`src/design/acs_defines.vh`:
```
`ifndef ACS_DEFINES_VH
`define ACS_DEFINES_VH
// register byte offsets on the apb slave
`define ACS_OFF_CLK_GATE 20'hF_00F0
`define ACS_OFF_CTRL0 20'h0_0000
`define ACS_OFF_CTRL1 20'h0_0004
`define ACS_OFF_CTRL2 20'h0_0008
`define ACS_OFF_RESULT 20'h0_000C
`define ACS_OFF_RESULT8 20'h0_0010
`define ACS_OFF_STATUS 20'h0_0014
// clock gate fields
`define ACS_GATE_SUPPLY 5
`define ACS_GATE_MASK 8'hBD
// control reg0 fields
`define ACS_C0_COMP_EN 0
`define ACS_C0_VS_LO 1
`define ACS_C0_VS_HI 2
`define ACS_C0_DIV_LO 3
`define ACS_C0_DIV_HI 5
`define ACS_C0_SCAN 6
`define ACS_C0_RUN 7
// control reg1 fields
`define ACS_C1_HW_TRIG 7
`define ACS_C1_HW_WAIT 6
`define ACS_C1_ONE_SHOT 5
// control reg2 fields
`define ACS_C2_MINUS_REF 1
`define ACS_C2_RES8 0
// timing
`define ACS_SETTLE_NS 1000
`define ACS_CLK_NS 50
`define ACS_SETTLE_CYC ((`ACS_SETTLE_NS + `ACS_CLK_NS - 1) / `ACS_CLK_NS)
`define ACS_STAB_FAD 8
`define ACS_SAMPLE_LONG 19
`define ACS_SAMPLE_SHORT 17
`define ACS_RES8_LESS 2
`define ACS_SCAN_LAST 2'h3
`define ACS_RESET_BYTE 8'h00
`endif

```
`src/design/acs_divider.v`:
```
`include "acs_defines.vh"
`default_nettype none
// conversion clock: one-cycle tick every fclk/n, plus start delay lookup
module acs_divider (
  input wire i_mclk,          // system clock
  input wire i_nrst,          // sync reset, active low
  input wire i_run,           // divider running
  input wire [2:0] i_div_sel, // divider select
  output reg o_tick,          // conversion clock tick
  output reg [5:0] o_start_dly // first conversion start delay
);
  reg [5:0] cnt;
  reg [5:0] top;
  // divide ratio minus one, also the start delay in fclk
  always @* begin
    case (i_div_sel)
      3'h0: top = 6'h3F;
      3'h1: top = 6'h1F;
      3'h2: top = 6'h0F;
      3'h3: top = 6'h07;
      3'h4: top = 6'h05;
      3'h5: top = 6'h04;
      3'h6: top = 6'h03;
      default: top = 6'h01;
    endcase
  end
  ////////////////////////////////////////////////////////////
  // counter restarts whenever stopped so phase is repeatable
  always @(posedge i_mclk) begin
    if (!i_nrst || !i_run) begin
      cnt <= 6'h00;
      o_tick <= 1'b0;
    end else if (cnt == top) begin
      cnt <= 6'h00;
      o_tick <= 1'b1;
    end else begin
      cnt <= cnt + 6'h01;
      o_tick <= 1'b0;
    end
  end
  always @(posedge i_mclk) begin
    if (!i_nrst)
      o_start_dly <= 6'h00;
    else
      o_start_dly <= top;
  end
endmodule
`default_nettype wire

```
`src/design/acs_sync.v`:
```
`default_nettype none
// two-flop synchroniser for the trigger pin
module acs_sync (
  input wire i_mclk, // system clock
  input wire i_nrst, // sync reset, active low
  input wire i_d,    // asynchronous level
  output reg o_q     // synchronised level
);
  reg meta;
  // first flop read only by the second
  always @(posedge i_mclk) begin
    if (!i_nrst) begin
      meta <= 1'b0;
      o_q <= 1'b0;
    end else begin
      meta <= i_d;
      o_q <= meta;
    end
  end
endmodule
`default_nettype wire

```
`src/design/acs_ctrl.v`:
```
// Notes on behaviour
// RL1: supply enable 0 holds converter in reset and blocks register writes.
// RL2: supply enable 0 forces converter registers to initial values.
// RL3: software writes 0 to clock gate bits 1 and 6.
// RL4: run bit reads 1 only while converting or stabilising in wait mode; here it also stays 1 between triggers in hardware no-wait mode.
// RL5: channel mode bit 0 selects single channel, 1 selects scan.
// RL6: comparator enable bit stops or runs the comparator.
// RL7: run/comparator pair decodes stopped, standby, converting; run-only prohibited.
// RL8: comparator settles 1 us; earlier run marks first result discardable.
// RL9: software changes divider and voltage mode only when fully stopped.
// RL10: software never sets run without comparator, nor both at once.
// RL11: run set by software write, or by trigger in wait mode.
// RL12: software and wait one-shot clear run after select or four channels.
// RL13: hardware no-wait one-shot keeps run set after conversion ends.
// RL14: software does not write run 1 in hardware wait mode.
// RL15: software changes comparator enable only while run is 0.
// RL16: divider picks fclk/64..2; start delay 63..1 clocks, 1 in wait mode.
// RL17: trigger skips start delay and stabilisation after first or channel 0.
// RL18: triggers spaced 2 clocks plus start and conversion time apart.
// RL19: minus reference select 1 picks external pin, 0 picks ground.
// RL20: done pulse raised once all conversions end and result loaded.
// RL21: scan mode converts channels 0 to 3 in turn.
// RL22: eight-bit resolution takes two fewer conversion clocks.
//
// Added by the designer: the APB register port.
`include "acs_defines.vh"
`default_nettype none
module acs_ctrl (
  input wire i_mclk,            // system clock, 20 MHz
  input wire i_nrst,            // sync reset, active low
  input wire i_psel,            // apb select
  input wire i_penable,         // apb enable
  input wire i_pwrite,          // apb direction
  input wire [19:0] i_paddr,    // apb byte address
  input wire [31:0] i_pwdata,   // apb write data
  output reg [31:0] o_prdata,   // apb read data
  output reg o_pready,          // apb ready
  output reg o_pslverr,         // apb error on unmapped address
  input wire i_hw_trigger,      // hardware trigger pin, async
  input wire i_sar_bit,         // comparator decision from analog
  output reg o_conv_reset,      // converter held in reset
  output reg o_comp_on,         // voltage comparator running
  output reg o_sample,          // sample and hold active
  output reg [1:0] o_channel,   // analog channel being converted
  output reg o_minus_ref_pin,   // minus reference from external pin
  output reg o_conv_done_irq    // conversion done pulse
);
  localparam ST_IDLE = 3'h0;
  localparam ST_STAB = 3'h1;
  localparam ST_START = 3'h2;
  localparam ST_SAMPLE = 3'h3;
  localparam ST_CONV = 3'h4;

  reg [7:0] clk_gate;
  reg [7:0] ctrl0;
  reg [7:0] ctrl1;
  reg [7:0] ctrl2;
  reg [9:0] result;
  reg [9:0] sar;
  reg [2:0] state;
  reg [5:0] cnt;
  reg [1:0] chan;
  reg first_bad;
  reg first_done;
  reg [4:0] settle;
  reg trig_q;
  wire trig_s;
  wire fad_tick;
  wire [5:0] start_dly;
  wire supply = clk_gate[`ACS_GATE_SUPPLY];
  wire run = ctrl0[`ACS_C0_RUN];
  wire comp = ctrl0[`ACS_C0_COMP_EN];
  wire scan = ctrl0[`ACS_C0_SCAN];
  wire hw = ctrl1[`ACS_C1_HW_TRIG];
  wire hw_wait = hw & ctrl1[`ACS_C1_HW_WAIT];
  wire one_shot = ctrl1[`ACS_C1_ONE_SHOT];
  wire res8 = ctrl2[`ACS_C2_RES8];
  wire wr = i_psel & i_penable & i_pwrite;
  wire trig_edge = trig_s & ~trig_q;
  wire [4:0] n_bits = res8 ? 5'h08 : 5'h0A;
  // sampling length follows the voltage/sampling mode low bit
  wire [4:0] n_samp = ctrl0[`ACS_C0_VS_LO] ? 5'h05 : 5'h07;

  // a mapped address decode used only for the error response in the setup phase
  function mapped;
    input [19:0] a;
    begin
      mapped = (a == `ACS_OFF_CLK_GATE) || (a == `ACS_OFF_CTRL0) ||
               (a == `ACS_OFF_CTRL1) || (a == `ACS_OFF_CTRL2) ||
               (a == `ACS_OFF_RESULT) || (a == `ACS_OFF_RESULT8) ||
               (a == `ACS_OFF_STATUS);
    end
  endfunction

  acs_sync u_sync (
    .i_mclk(i_mclk),
    .i_nrst(i_nrst),
    .i_d(i_hw_trigger),
    .o_q(trig_s)
  );

  // divider runs only while stabilising, sampling or converting, not in the start state
  acs_divider u_div (
    .i_mclk(i_mclk),
    .i_nrst(i_nrst),
    .i_run(state == ST_SAMPLE || state == ST_CONV || state == ST_STAB),
    .i_div_sel(ctrl0[`ACS_C0_DIV_HI:`ACS_C0_DIV_LO]),
    .o_tick(fad_tick),
    .o_start_dly(start_dly)
  );

  ////////////////////////////////////////////////////////////
  // clock gate register lives outside the gated domain
  always @(posedge i_mclk) begin
    if (!i_nrst)
      clk_gate <= `ACS_RESET_BYTE;
    // RL3: reserved bits masked
    else if (wr && i_paddr == `ACS_OFF_CLK_GATE)
      clk_gate <= i_pwdata[7:0] & `ACS_GATE_MASK;
  end

  always @(posedge i_mclk) begin
    trig_q <= i_nrst ? trig_s : 1'b0;
  end

  ////////////////////////////////////////////////////////////
  // settle counter: comparator needs a microsecond after enable
  always @(posedge i_mclk) begin
    if (!i_nrst || !comp)
      settle <= 5'h00;
    else if (settle != `ACS_SETTLE_CYC)
      settle <= settle + 5'h01;
  end

  ////////////////////////////////////////////////////////////
  // control registers and sequencer share one process so the
  // run bit has a single driver for software and hardware
  always @(posedge i_mclk) begin
    o_conv_done_irq <= 1'b0;
    // RL1: gated off holds reset
    // RL2: force initial values
    if (!i_nrst || !supply) begin
      ctrl0 <= `ACS_RESET_BYTE;
      ctrl1 <= `ACS_RESET_BYTE;
      ctrl2 <= `ACS_RESET_BYTE;
      result <= 10'h000;
      sar <= 10'h000;
      state <= ST_IDLE;
      cnt <= 6'h00;
      chan <= 2'h0;
      first_bad <= 1'b0;
      first_done <= 1'b0;
    end else begin
      if (wr && i_paddr == `ACS_OFF_CTRL0) begin
        // RL11: software sets run
        // RL14: wait mode ignores a software 1
        // RL7: run without comparator refused
        ctrl0[`ACS_C0_RUN] <= i_pwdata[7] & ctrl0[`ACS_C0_COMP_EN] &
                              (~hw_wait | ~i_pwdata[7] | run);
        ctrl0[6:0] <= i_pwdata[6:0];
        // RL8: early run marks first result
        if (i_pwdata[7] && !run && !hw_wait)
          first_bad <= (settle != `ACS_SETTLE_CYC);
        if (i_pwdata[7] && !run) begin
          first_done <= 1'b0;
          chan <= 2'h0;
        end
      end
      if (wr && i_paddr == `ACS_OFF_CTRL1)
        ctrl1 <= i_pwdata[7:0];
      if (wr && i_paddr == `ACS_OFF_CTRL2)
        ctrl2 <= i_pwdata[7:0];
      // RL11: trigger sets run in wait mode
      if (hw_wait && comp && !run && trig_edge) begin
        ctrl0[`ACS_C0_RUN] <= 1'b1;
        first_done <= 1'b0;
        chan <= 2'h0;
      end
      case (state)
        ST_IDLE: begin
          // RL16: start delay per divider
          // RL17: trigger skips delay after first
          if (run && comp && (!hw || trig_edge)) begin
            if (hw_wait && !first_done) begin
              state <= ST_STAB;
              cnt <= 6'h00;
            end else begin
              state <= (first_done && hw) ? ST_SAMPLE : ST_START;
              // start state lasts cnt+1 clocks, so load one less than the delay
              cnt <= hw_wait ? 6'h00 : start_dly - 6'h01;
            end
          end else if (hw_wait && comp && !run && trig_edge) begin
            state <= ST_STAB;
            cnt <= 6'h00;
          end
        end
        ST_STAB: begin
          if (fad_tick) begin
            if (cnt == `ACS_STAB_FAD - 1) begin
              state <= ST_START;
              cnt <= 6'h00;
            end else
              cnt <= cnt + 6'h01;
          end
        end
        ST_START: begin
          if (cnt == 6'h00) begin
            state <= ST_SAMPLE;
            cnt <= 6'h00;
          end else
            cnt <= cnt - 6'h01;
        end
        ST_SAMPLE: begin
          if (fad_tick) begin
            if (cnt == {1'b0, n_samp} - 6'h01) begin
              state <= ST_CONV;
              cnt <= 6'h00;
              sar <= 10'h000;
            end else
              cnt <= cnt + 6'h01;
          end
        end
        ST_CONV: begin
          // RL22: eight bit is two clocks shorter
          if (fad_tick) begin
            sar[4'h9 - cnt[3:0]] <= i_sar_bit;
            if (cnt == {1'b0, n_bits} - 6'h01) begin
              result <= {sar[9:1], (cnt[3:0] == 4'h9) ? i_sar_bit : sar[0]};
              if (res8)
                result <= {sar[9:3], i_sar_bit, 2'b00};
              first_done <= 1'b1;
              first_bad <= 1'b0;
              cnt <= 6'h00;
              // RL21: scan walks channels 0..3
              if (scan && chan != `ACS_SCAN_LAST) begin
                chan <= chan + 2'h1;
                state <= hw ? ST_SAMPLE : ST_START;
              end else begin
                chan <= 2'h0;
                // RL20: done after all conversions
                o_conv_done_irq <= 1'b1;
                state <= ST_IDLE;
                // RL12: one-shot auto clear
                // RL13: no-wait hardware keeps run
                if (one_shot && !(hw && !hw_wait))
                  ctrl0[`ACS_C0_RUN] <= 1'b0;
              end
            end else
              cnt <= cnt + 6'h01;
          end
        end
        default: state <= ST_IDLE;
      endcase
      // software clear of run aborts the sequence
      if (wr && i_paddr == `ACS_OFF_CTRL0 && !i_pwdata[7] && state != ST_IDLE) begin
        state <= ST_IDLE;
        chan <= 2'h0;
      end
    end
  end

  ////////////////////////////////////////////////////////////
  // apb slave: zero wait states, error on unmapped address
  always @(posedge i_mclk) begin
    if (!i_nrst) begin
      o_prdata <= 32'h0000_0000;
      o_pready <= 1'b0;
      o_pslverr <= 1'b0;
    end else begin
      o_pready <= i_psel & ~i_penable;
      o_pslverr <= i_psel & ~i_penable & ~mapped(i_paddr);
      o_prdata <= 32'h0000_0000;
      if (i_psel && !i_penable && !i_pwrite) begin
        case (i_paddr)
          `ACS_OFF_CLK_GATE: o_prdata <= {24'h00_0000, clk_gate};
          // RL4: run readback is the live bit
          `ACS_OFF_CTRL0: o_prdata <= {24'h00_0000, ctrl0};
          `ACS_OFF_CTRL1: o_prdata <= {24'h00_0000, ctrl1};
          `ACS_OFF_CTRL2: o_prdata <= {24'h00_0000, ctrl2};
          `ACS_OFF_RESULT: o_prdata <= {16'h0000, result, 6'h00};
          `ACS_OFF_RESULT8: o_prdata <= {24'h00_0000, result[9:2]};
          `ACS_OFF_STATUS: o_prdata <= {27'h000_0000, first_bad, chan, 1'b0, state != ST_IDLE};
          default: o_prdata <= 32'h0000_0000;
        endcase
      end
    end
  end

  ////////////////////////////////////////////////////////////
  // analog side controls, all registered
  always @(posedge i_mclk) begin
    if (!i_nrst) begin
      o_conv_reset <= 1'b1;
      o_comp_on <= 1'b0;
      o_sample <= 1'b0;
      o_channel <= 2'h0;
      o_minus_ref_pin <= 1'b0;
    end else begin
      o_conv_reset <= ~supply;
      // RL6: comparator follows enable
      o_comp_on <= comp;
      o_sample <= (state == ST_SAMPLE);
      // RL5: select converts channel 0 only
      o_channel <= scan ? chan : 2'h0;
      // RL19: minus reference choice
      o_minus_ref_pin <= ctrl2[`ACS_C2_MINUS_REF];
    end
  end
endmodule
`default_nettype wire

```
`config.mk`:
```
export PLATFORM = sky130hd
export DESIGN_NAME = acs_ctrl
export DESIGN_NICKNAME = d
export VERILOG_FILES = /design/src/design/acs_divider.v /design/src/design/acs_sync.v /design/src/design/acs_ctrl.v
export VERILOG_INCLUDE_DIRS = /design/src /design/src/design
export SDC_FILE = /design/constraint.sdc
export NUM_CORES = 1
export LEC_CHECK = 0
export ABC_AREA = 1
export BUFFER_PORTS_ARGS = -buffer_cell sky130_fd_sc_hd__buf_2
export CAP_MARGIN = 20
export CORE_MARGIN = 2
export CORE_UTILIZATION = 50
export CTS_CLUSTER_DIAMETER = 100
export DETAILED_ROUTE_END_ITERATION = 10
export PLACE_DENSITY = 0.83
export SLEW_MARGIN = 20
export SYNTH_ARGS = -nofsm -noshare
export SYNTH_HDL_FRONTEND = slang
export SYNTH_HIERARCHICAL = 1
export SYNTH_SLANG_ARGS = --single-unit
```
`constraint.sdc`:
```
create_clock -name i_mclk -period 2.25 [get_ports i_mclk]
set_clock_uncertainty 0.15 [all_clocks]
set_input_delay 0.225 -clock i_mclk [delete_from_list [all_inputs] [get_ports i_mclk]]
set_output_delay 0.225 -clock i_mclk [all_outputs]
set_load 0.1 [all_outputs]
```
==> impl_metrics.prom <==
# TYPE chip_impl_metric gauge
chip_impl_metric{name="cts_max_path_buffers",unit=""} 2
chip_impl_metric{name="antenna_cells",unit=""} 0
chip_impl_metric{name="timing_max_transition_violations_final",unit=""} 0
chip_impl_metric{name="setup-tns-final",unit="ps"} 0
chip_impl_metric{name="ys_ff_latch",unit=""} 109
chip_impl_info{name="rsz0062_at_grt",value="false"} 1
chip_impl_metric{name="cts_buffers",unit=""} 9
chip_impl_metric{name="grt_overflow_total",unit=""} 0
chip_impl_metric{name="wire_per_inst",unit="um"} 13.4
chip_impl_metric{name="synth-simple-area-share",unit="%"} 37.1
chip_impl_metric{name="routed_wirelength",unit="um"} 14100
chip_impl_metric{name="start_util",unit="%"} 50.9
chip_impl_metric{name="core_area",unit="um2"} 11400
chip_impl_metric{name="hold_violations",unit=""} 0
chip_impl_metric{name="nFillCells",unit=""} 1069
chip_impl_metric{name="grt_max_degree",unit=""} 31
chip_impl_metric{name="post-route-cell-area",unit="um2"} 6530
chip_impl_metric{name="tightest_slew",unit="ps"} 598
chip_impl_metric{name="area_growth",unit="%"} 12.8
chip_impl_metric{name="post-synth-top-area-fraction",unit="%"} 37.7
chip_impl_metric{name="total_switching_power",unit="mW"} 1.05
chip_impl_metric{name="critical_path_arrival",unit="ps"} 2150
chip_impl_metric{name="required",unit="ps"} 2380
chip_impl_metric{name="detailedRoute.firstIterationViolations",unit=""} 357
chip_impl_metric{name="syn-cell-area",unit="um2"} 5790
chip_impl_metric{name="floorplan.rows",unit=""} 39
chip_impl_metric{name="post-cts-setup-buffers",unit=""} 0
chip_impl_metric{name="holdBufCountCts",unit=""} 4
chip_impl_metric{name="placedInstanceArea",unit="um2"} 6180
chip_impl_metric{name="global_route_wire_length_before_repair",unit="um"} 23700
chip_impl_metric{name="vias_per_cell",unit=""} 5.31
chip_impl_metric{name="cts.sink_count",unit=""} 109
chip_impl_metric{name="die_h",unit="um"} 112
chip_impl_metric{name="drt_pre_antenna_iters",unit=""} 7
chip_impl_metric{name="crit_path_max_fanout",unit=""} 7
chip_impl_metric{name="count_of_flip_flops_with_a_built_in_enable_after_synthesis",unit=""} 0
chip_impl_metric{name="fraction_of_the_mapped_netlist_area_in_compound_gates",unit="%"} 10.3
chip_impl_info{name="criticalPathCategory",value="reg -> reg"} 1
chip_impl_metric{name="ys.warnings.count",unit=""} 6
chip_impl_info{name="status",value="completed"} 1
chip_impl_metric{name="clock.fmax",unit="MHz"} 495
chip_impl_metric{name="layout_min_cycle_time",unit="ps"} 2020
chip_impl_metric{name="num_vias",unit=""} 5574
chip_impl_metric{name="yosys.area_share.adder",unit="%"} 2.59
chip_impl_info{name="synth_top_family_by_area",value="simple AND/OR/NAND/NOR gates"} 1
chip_impl_metric{name="ir_drop",unit="mV"} 0.357
chip_impl_metric{name="layout-drive-gt1-share",unit="%"} 17.3
chip_impl_metric{name="num_io_pins",unit=""} 100
chip_impl_metric{name="yosysSeqAreaShare",unit="%"} 37.7
chip_impl_metric{name="synthMuxAreaShare",unit="%"} 0
chip_impl_metric{name="cts_repair_resize_count",unit=""} 0
chip_impl_metric{name="drcViolationCount",unit=""} 0
chip_impl_metric{name="pwr-share-seq",unit="%"} 50.5
chip_impl_metric{name="die_width",unit="um"} 112
chip_impl_info{name="tritoncts",value="yes"} 1
chip_impl_metric{name="die_area",unit="um2"} 12500
chip_impl_metric{name="groute.usage.overall",unit="%"} 22.9
chip_impl_info{name="clock-root-buffer",value="clkbuf_16"} 1
chip_impl_metric{name="antenna_violations_before_repair",unit=""} 0
chip_impl_metric{name="ys_types",unit=""} 36
chip_impl_metric{name="post_synthesis_mean_instance_area",unit="um2"} 6.94
chip_impl_info{name="synth.area.top_cells",value="dfxtp_1 38%, nand2_1 11%, nor2_1 8.9%, nand3_1 5.8%, inv_1 4.9%"} 1
chip_impl_metric{name="cts_max_level",unit=""} 3
chip_impl_metric{name="numPortBuffers",unit=""} 59
chip_impl_metric{name="finalSetupViolCount",unit=""} 0
chip_impl_metric{name="synthArstFlopShare",unit="%"} 0
chip_impl_metric{name="total_leakage_power",unit="nW"} 2.96
chip_impl_metric{name="finalCritPeriodShare",unit="%"} 89.8
chip_impl_metric{name="power-per-cell-area",unit="nW/um2"} 588
chip_impl_metric{name="drtAntennaViolNets",unit=""} 0
chip_impl_info{name="end_kind",value="flip-flop"} 1
chip_impl_metric{name="gp_congestion",unit=""} 0.977
chip_impl_metric{name="cts.reportedPaths.clkPinSlew",unit="ps"} 80
chip_impl_metric{name="synth_xor_area_share",unit="%"} 2.42
chip_impl_metric{name="netlist_instances",unit=""} 834
chip_impl_metric{name="worst_slew_margin_rel",unit="%"} 59.9
chip_impl_metric{name="dp_hpwl",unit="um"} 10200
chip_impl_metric{name="clock_insertion_delay_worst_skew",unit="ps"} 360
chip_impl_metric{name="clockPowerShare",unit="%"} 43.2
chip_impl_metric{name="share_comb_of_total_power",unit="%"} 6.3
chip_impl_metric{name="maxCapViolations",unit=""} 0
chip_impl_metric{name="num-nets-final",unit=""} 973
chip_impl_info{name="synth_top_flop_cell",value="dfxtp_1"} 1
chip_impl_info{name="netlist.top_cell.by_area",value="dfxtp_1"} 1
chip_impl_metric{name="p_sw_share",unit="%"} 27.4
chip_impl_metric{name="cellInternalPower",unit="mW"} 2.79
chip_impl_metric{name="number_of_global_route_vias_before_repair",unit=""} 5068
chip_impl_info{name="crit_path_start_kind",value="flip-flop"} 1
chip_impl_info{name="min_delay_path_class",value="in -> reg"} 1
## routing by layer
metal / wire length, um / share of wire, % / vias up / track usage [%]
li1: - / - / 2802 / -
met1: 6320 / 45 / 2515 / 30.4
met2: 6350 / 45 / 219 / 37.7
met3: 962 / 6.8 / 38 / 3.38
met4: 437 / 3.1 / 0 / 9.22
met5: 0 / 0 / - / 0
## final cells by class
cell class	instances	area, um2	area share [%]
flip-flops and latches	109	2180	33.4
repair buffers	72	403	6.17
inverters	96	360	5.52
multi-input cells	614	3100	47.4
clock buffers	9	225	3.45
clock inverters	7	83.8	1.28
well taps	143	179	2.74
## flip-flops by register name, indices dropped and copies added, names as in the netlist, 6 cells and up
name and flops:
sar 10, cnt 6, result 10, u_div/cnt 6, u_div/o_start_dly 6, ctrl0 8, ctrl2 8, ctrl1 8
clk_gate 6, o_prdata 16
## through the flow
step	worst slack (ps)	util [%]	power [mW]	hold slack (ps)	instances
finish	229	57.4	3.84	16.1	1050
global route	90.2	57.4	3.96	21.9	1050
CTS	259	57.4	3.87	9.97	1050
detailed placement	318	54.4	2.22	254	1030
global placement	332	54.4	2.22	238	1030
floorplan	590	-	2.18	165	849
## layout by cell type (no fill, tap or decap), drive strengths merged
cell,n
buf,68
clkinv,3
nand3b,3
nand2,181
o21bai,1
conb,16
inv,100
o22ai,1
clkbuf,9
a31oi,1
nor3,12
nand4,27
a21oi,45
o21ai,49
nor2,168
o211ai,13
nand3,69
xnor2,4
dfxtp,109
xor2,12
dlygate4sd3,4
ha,12
## cell families (layout without fill, tap and decap cells)
group	after synthesis	count (layout)
other	1	16
buffers and inverters	126	184
AND/OR/NAND/NOR	460	460
AO/OA/AOI/OAI	110	110
flip-flops	109	109
adder cells (fa/ha/maj)	12	12
XOR/XNOR	16	16
## Yosys cell counts (13+ instances only)
cell      number
dfxtp_1      109
buf_4         20
nand3_1       67
nor2_1       138
a21oi_1       44
nand2_1      164
nand4_1       27
inv_1         76
nor2_2        20
nand2_2       13
o211ai_1      13
inv_2         19
o21ai_0       45
## final timing paths
| kind | end | from | cells past startpoint | slack, ps |
|---|---|---|---|---|
| max | state[2]$_SDFFE_PP0P_ | cnt[0]$_SDFFE_PP0P_ | 9 | 230 |
| min | clk_gate[4]$_SDFFE_PN0P_ | i_pwdata[4] | 3 | 20 |
| max reg2reg | state[2]$_SDFFE_PP0P_ | cnt[0]$_SDFFE_PP0P_ | 9 | 230 |
| min reg2reg | u_sync/o_q$_SDFF_PN0_ | u_sync/meta$_SDFF_PN0_ | 2 | 270 |
## critical path, cell delays in order (launching register included)
cell and delay [ps]:
dfxtp_1 500, ha_1 310, nand3_1 130, nor2_1 160
nor2_1 90, inv_1 70, nand2_1 70, nor2_1 170
nand3_1 100, a21oi_1 180
## power by group through the flow
stage	Sequential, mW	Clock, mW	Combinational [mW]
floorplan	2.00	0	0.188
global placement	1.99	0	0.234
detailed placement	1.99	0	0.235
CTS	1.94	1.68	0.241
global route	1.94	1.77	0.256
finish	1.94	1.66	0.242
(Power assumes the default switching activity.)
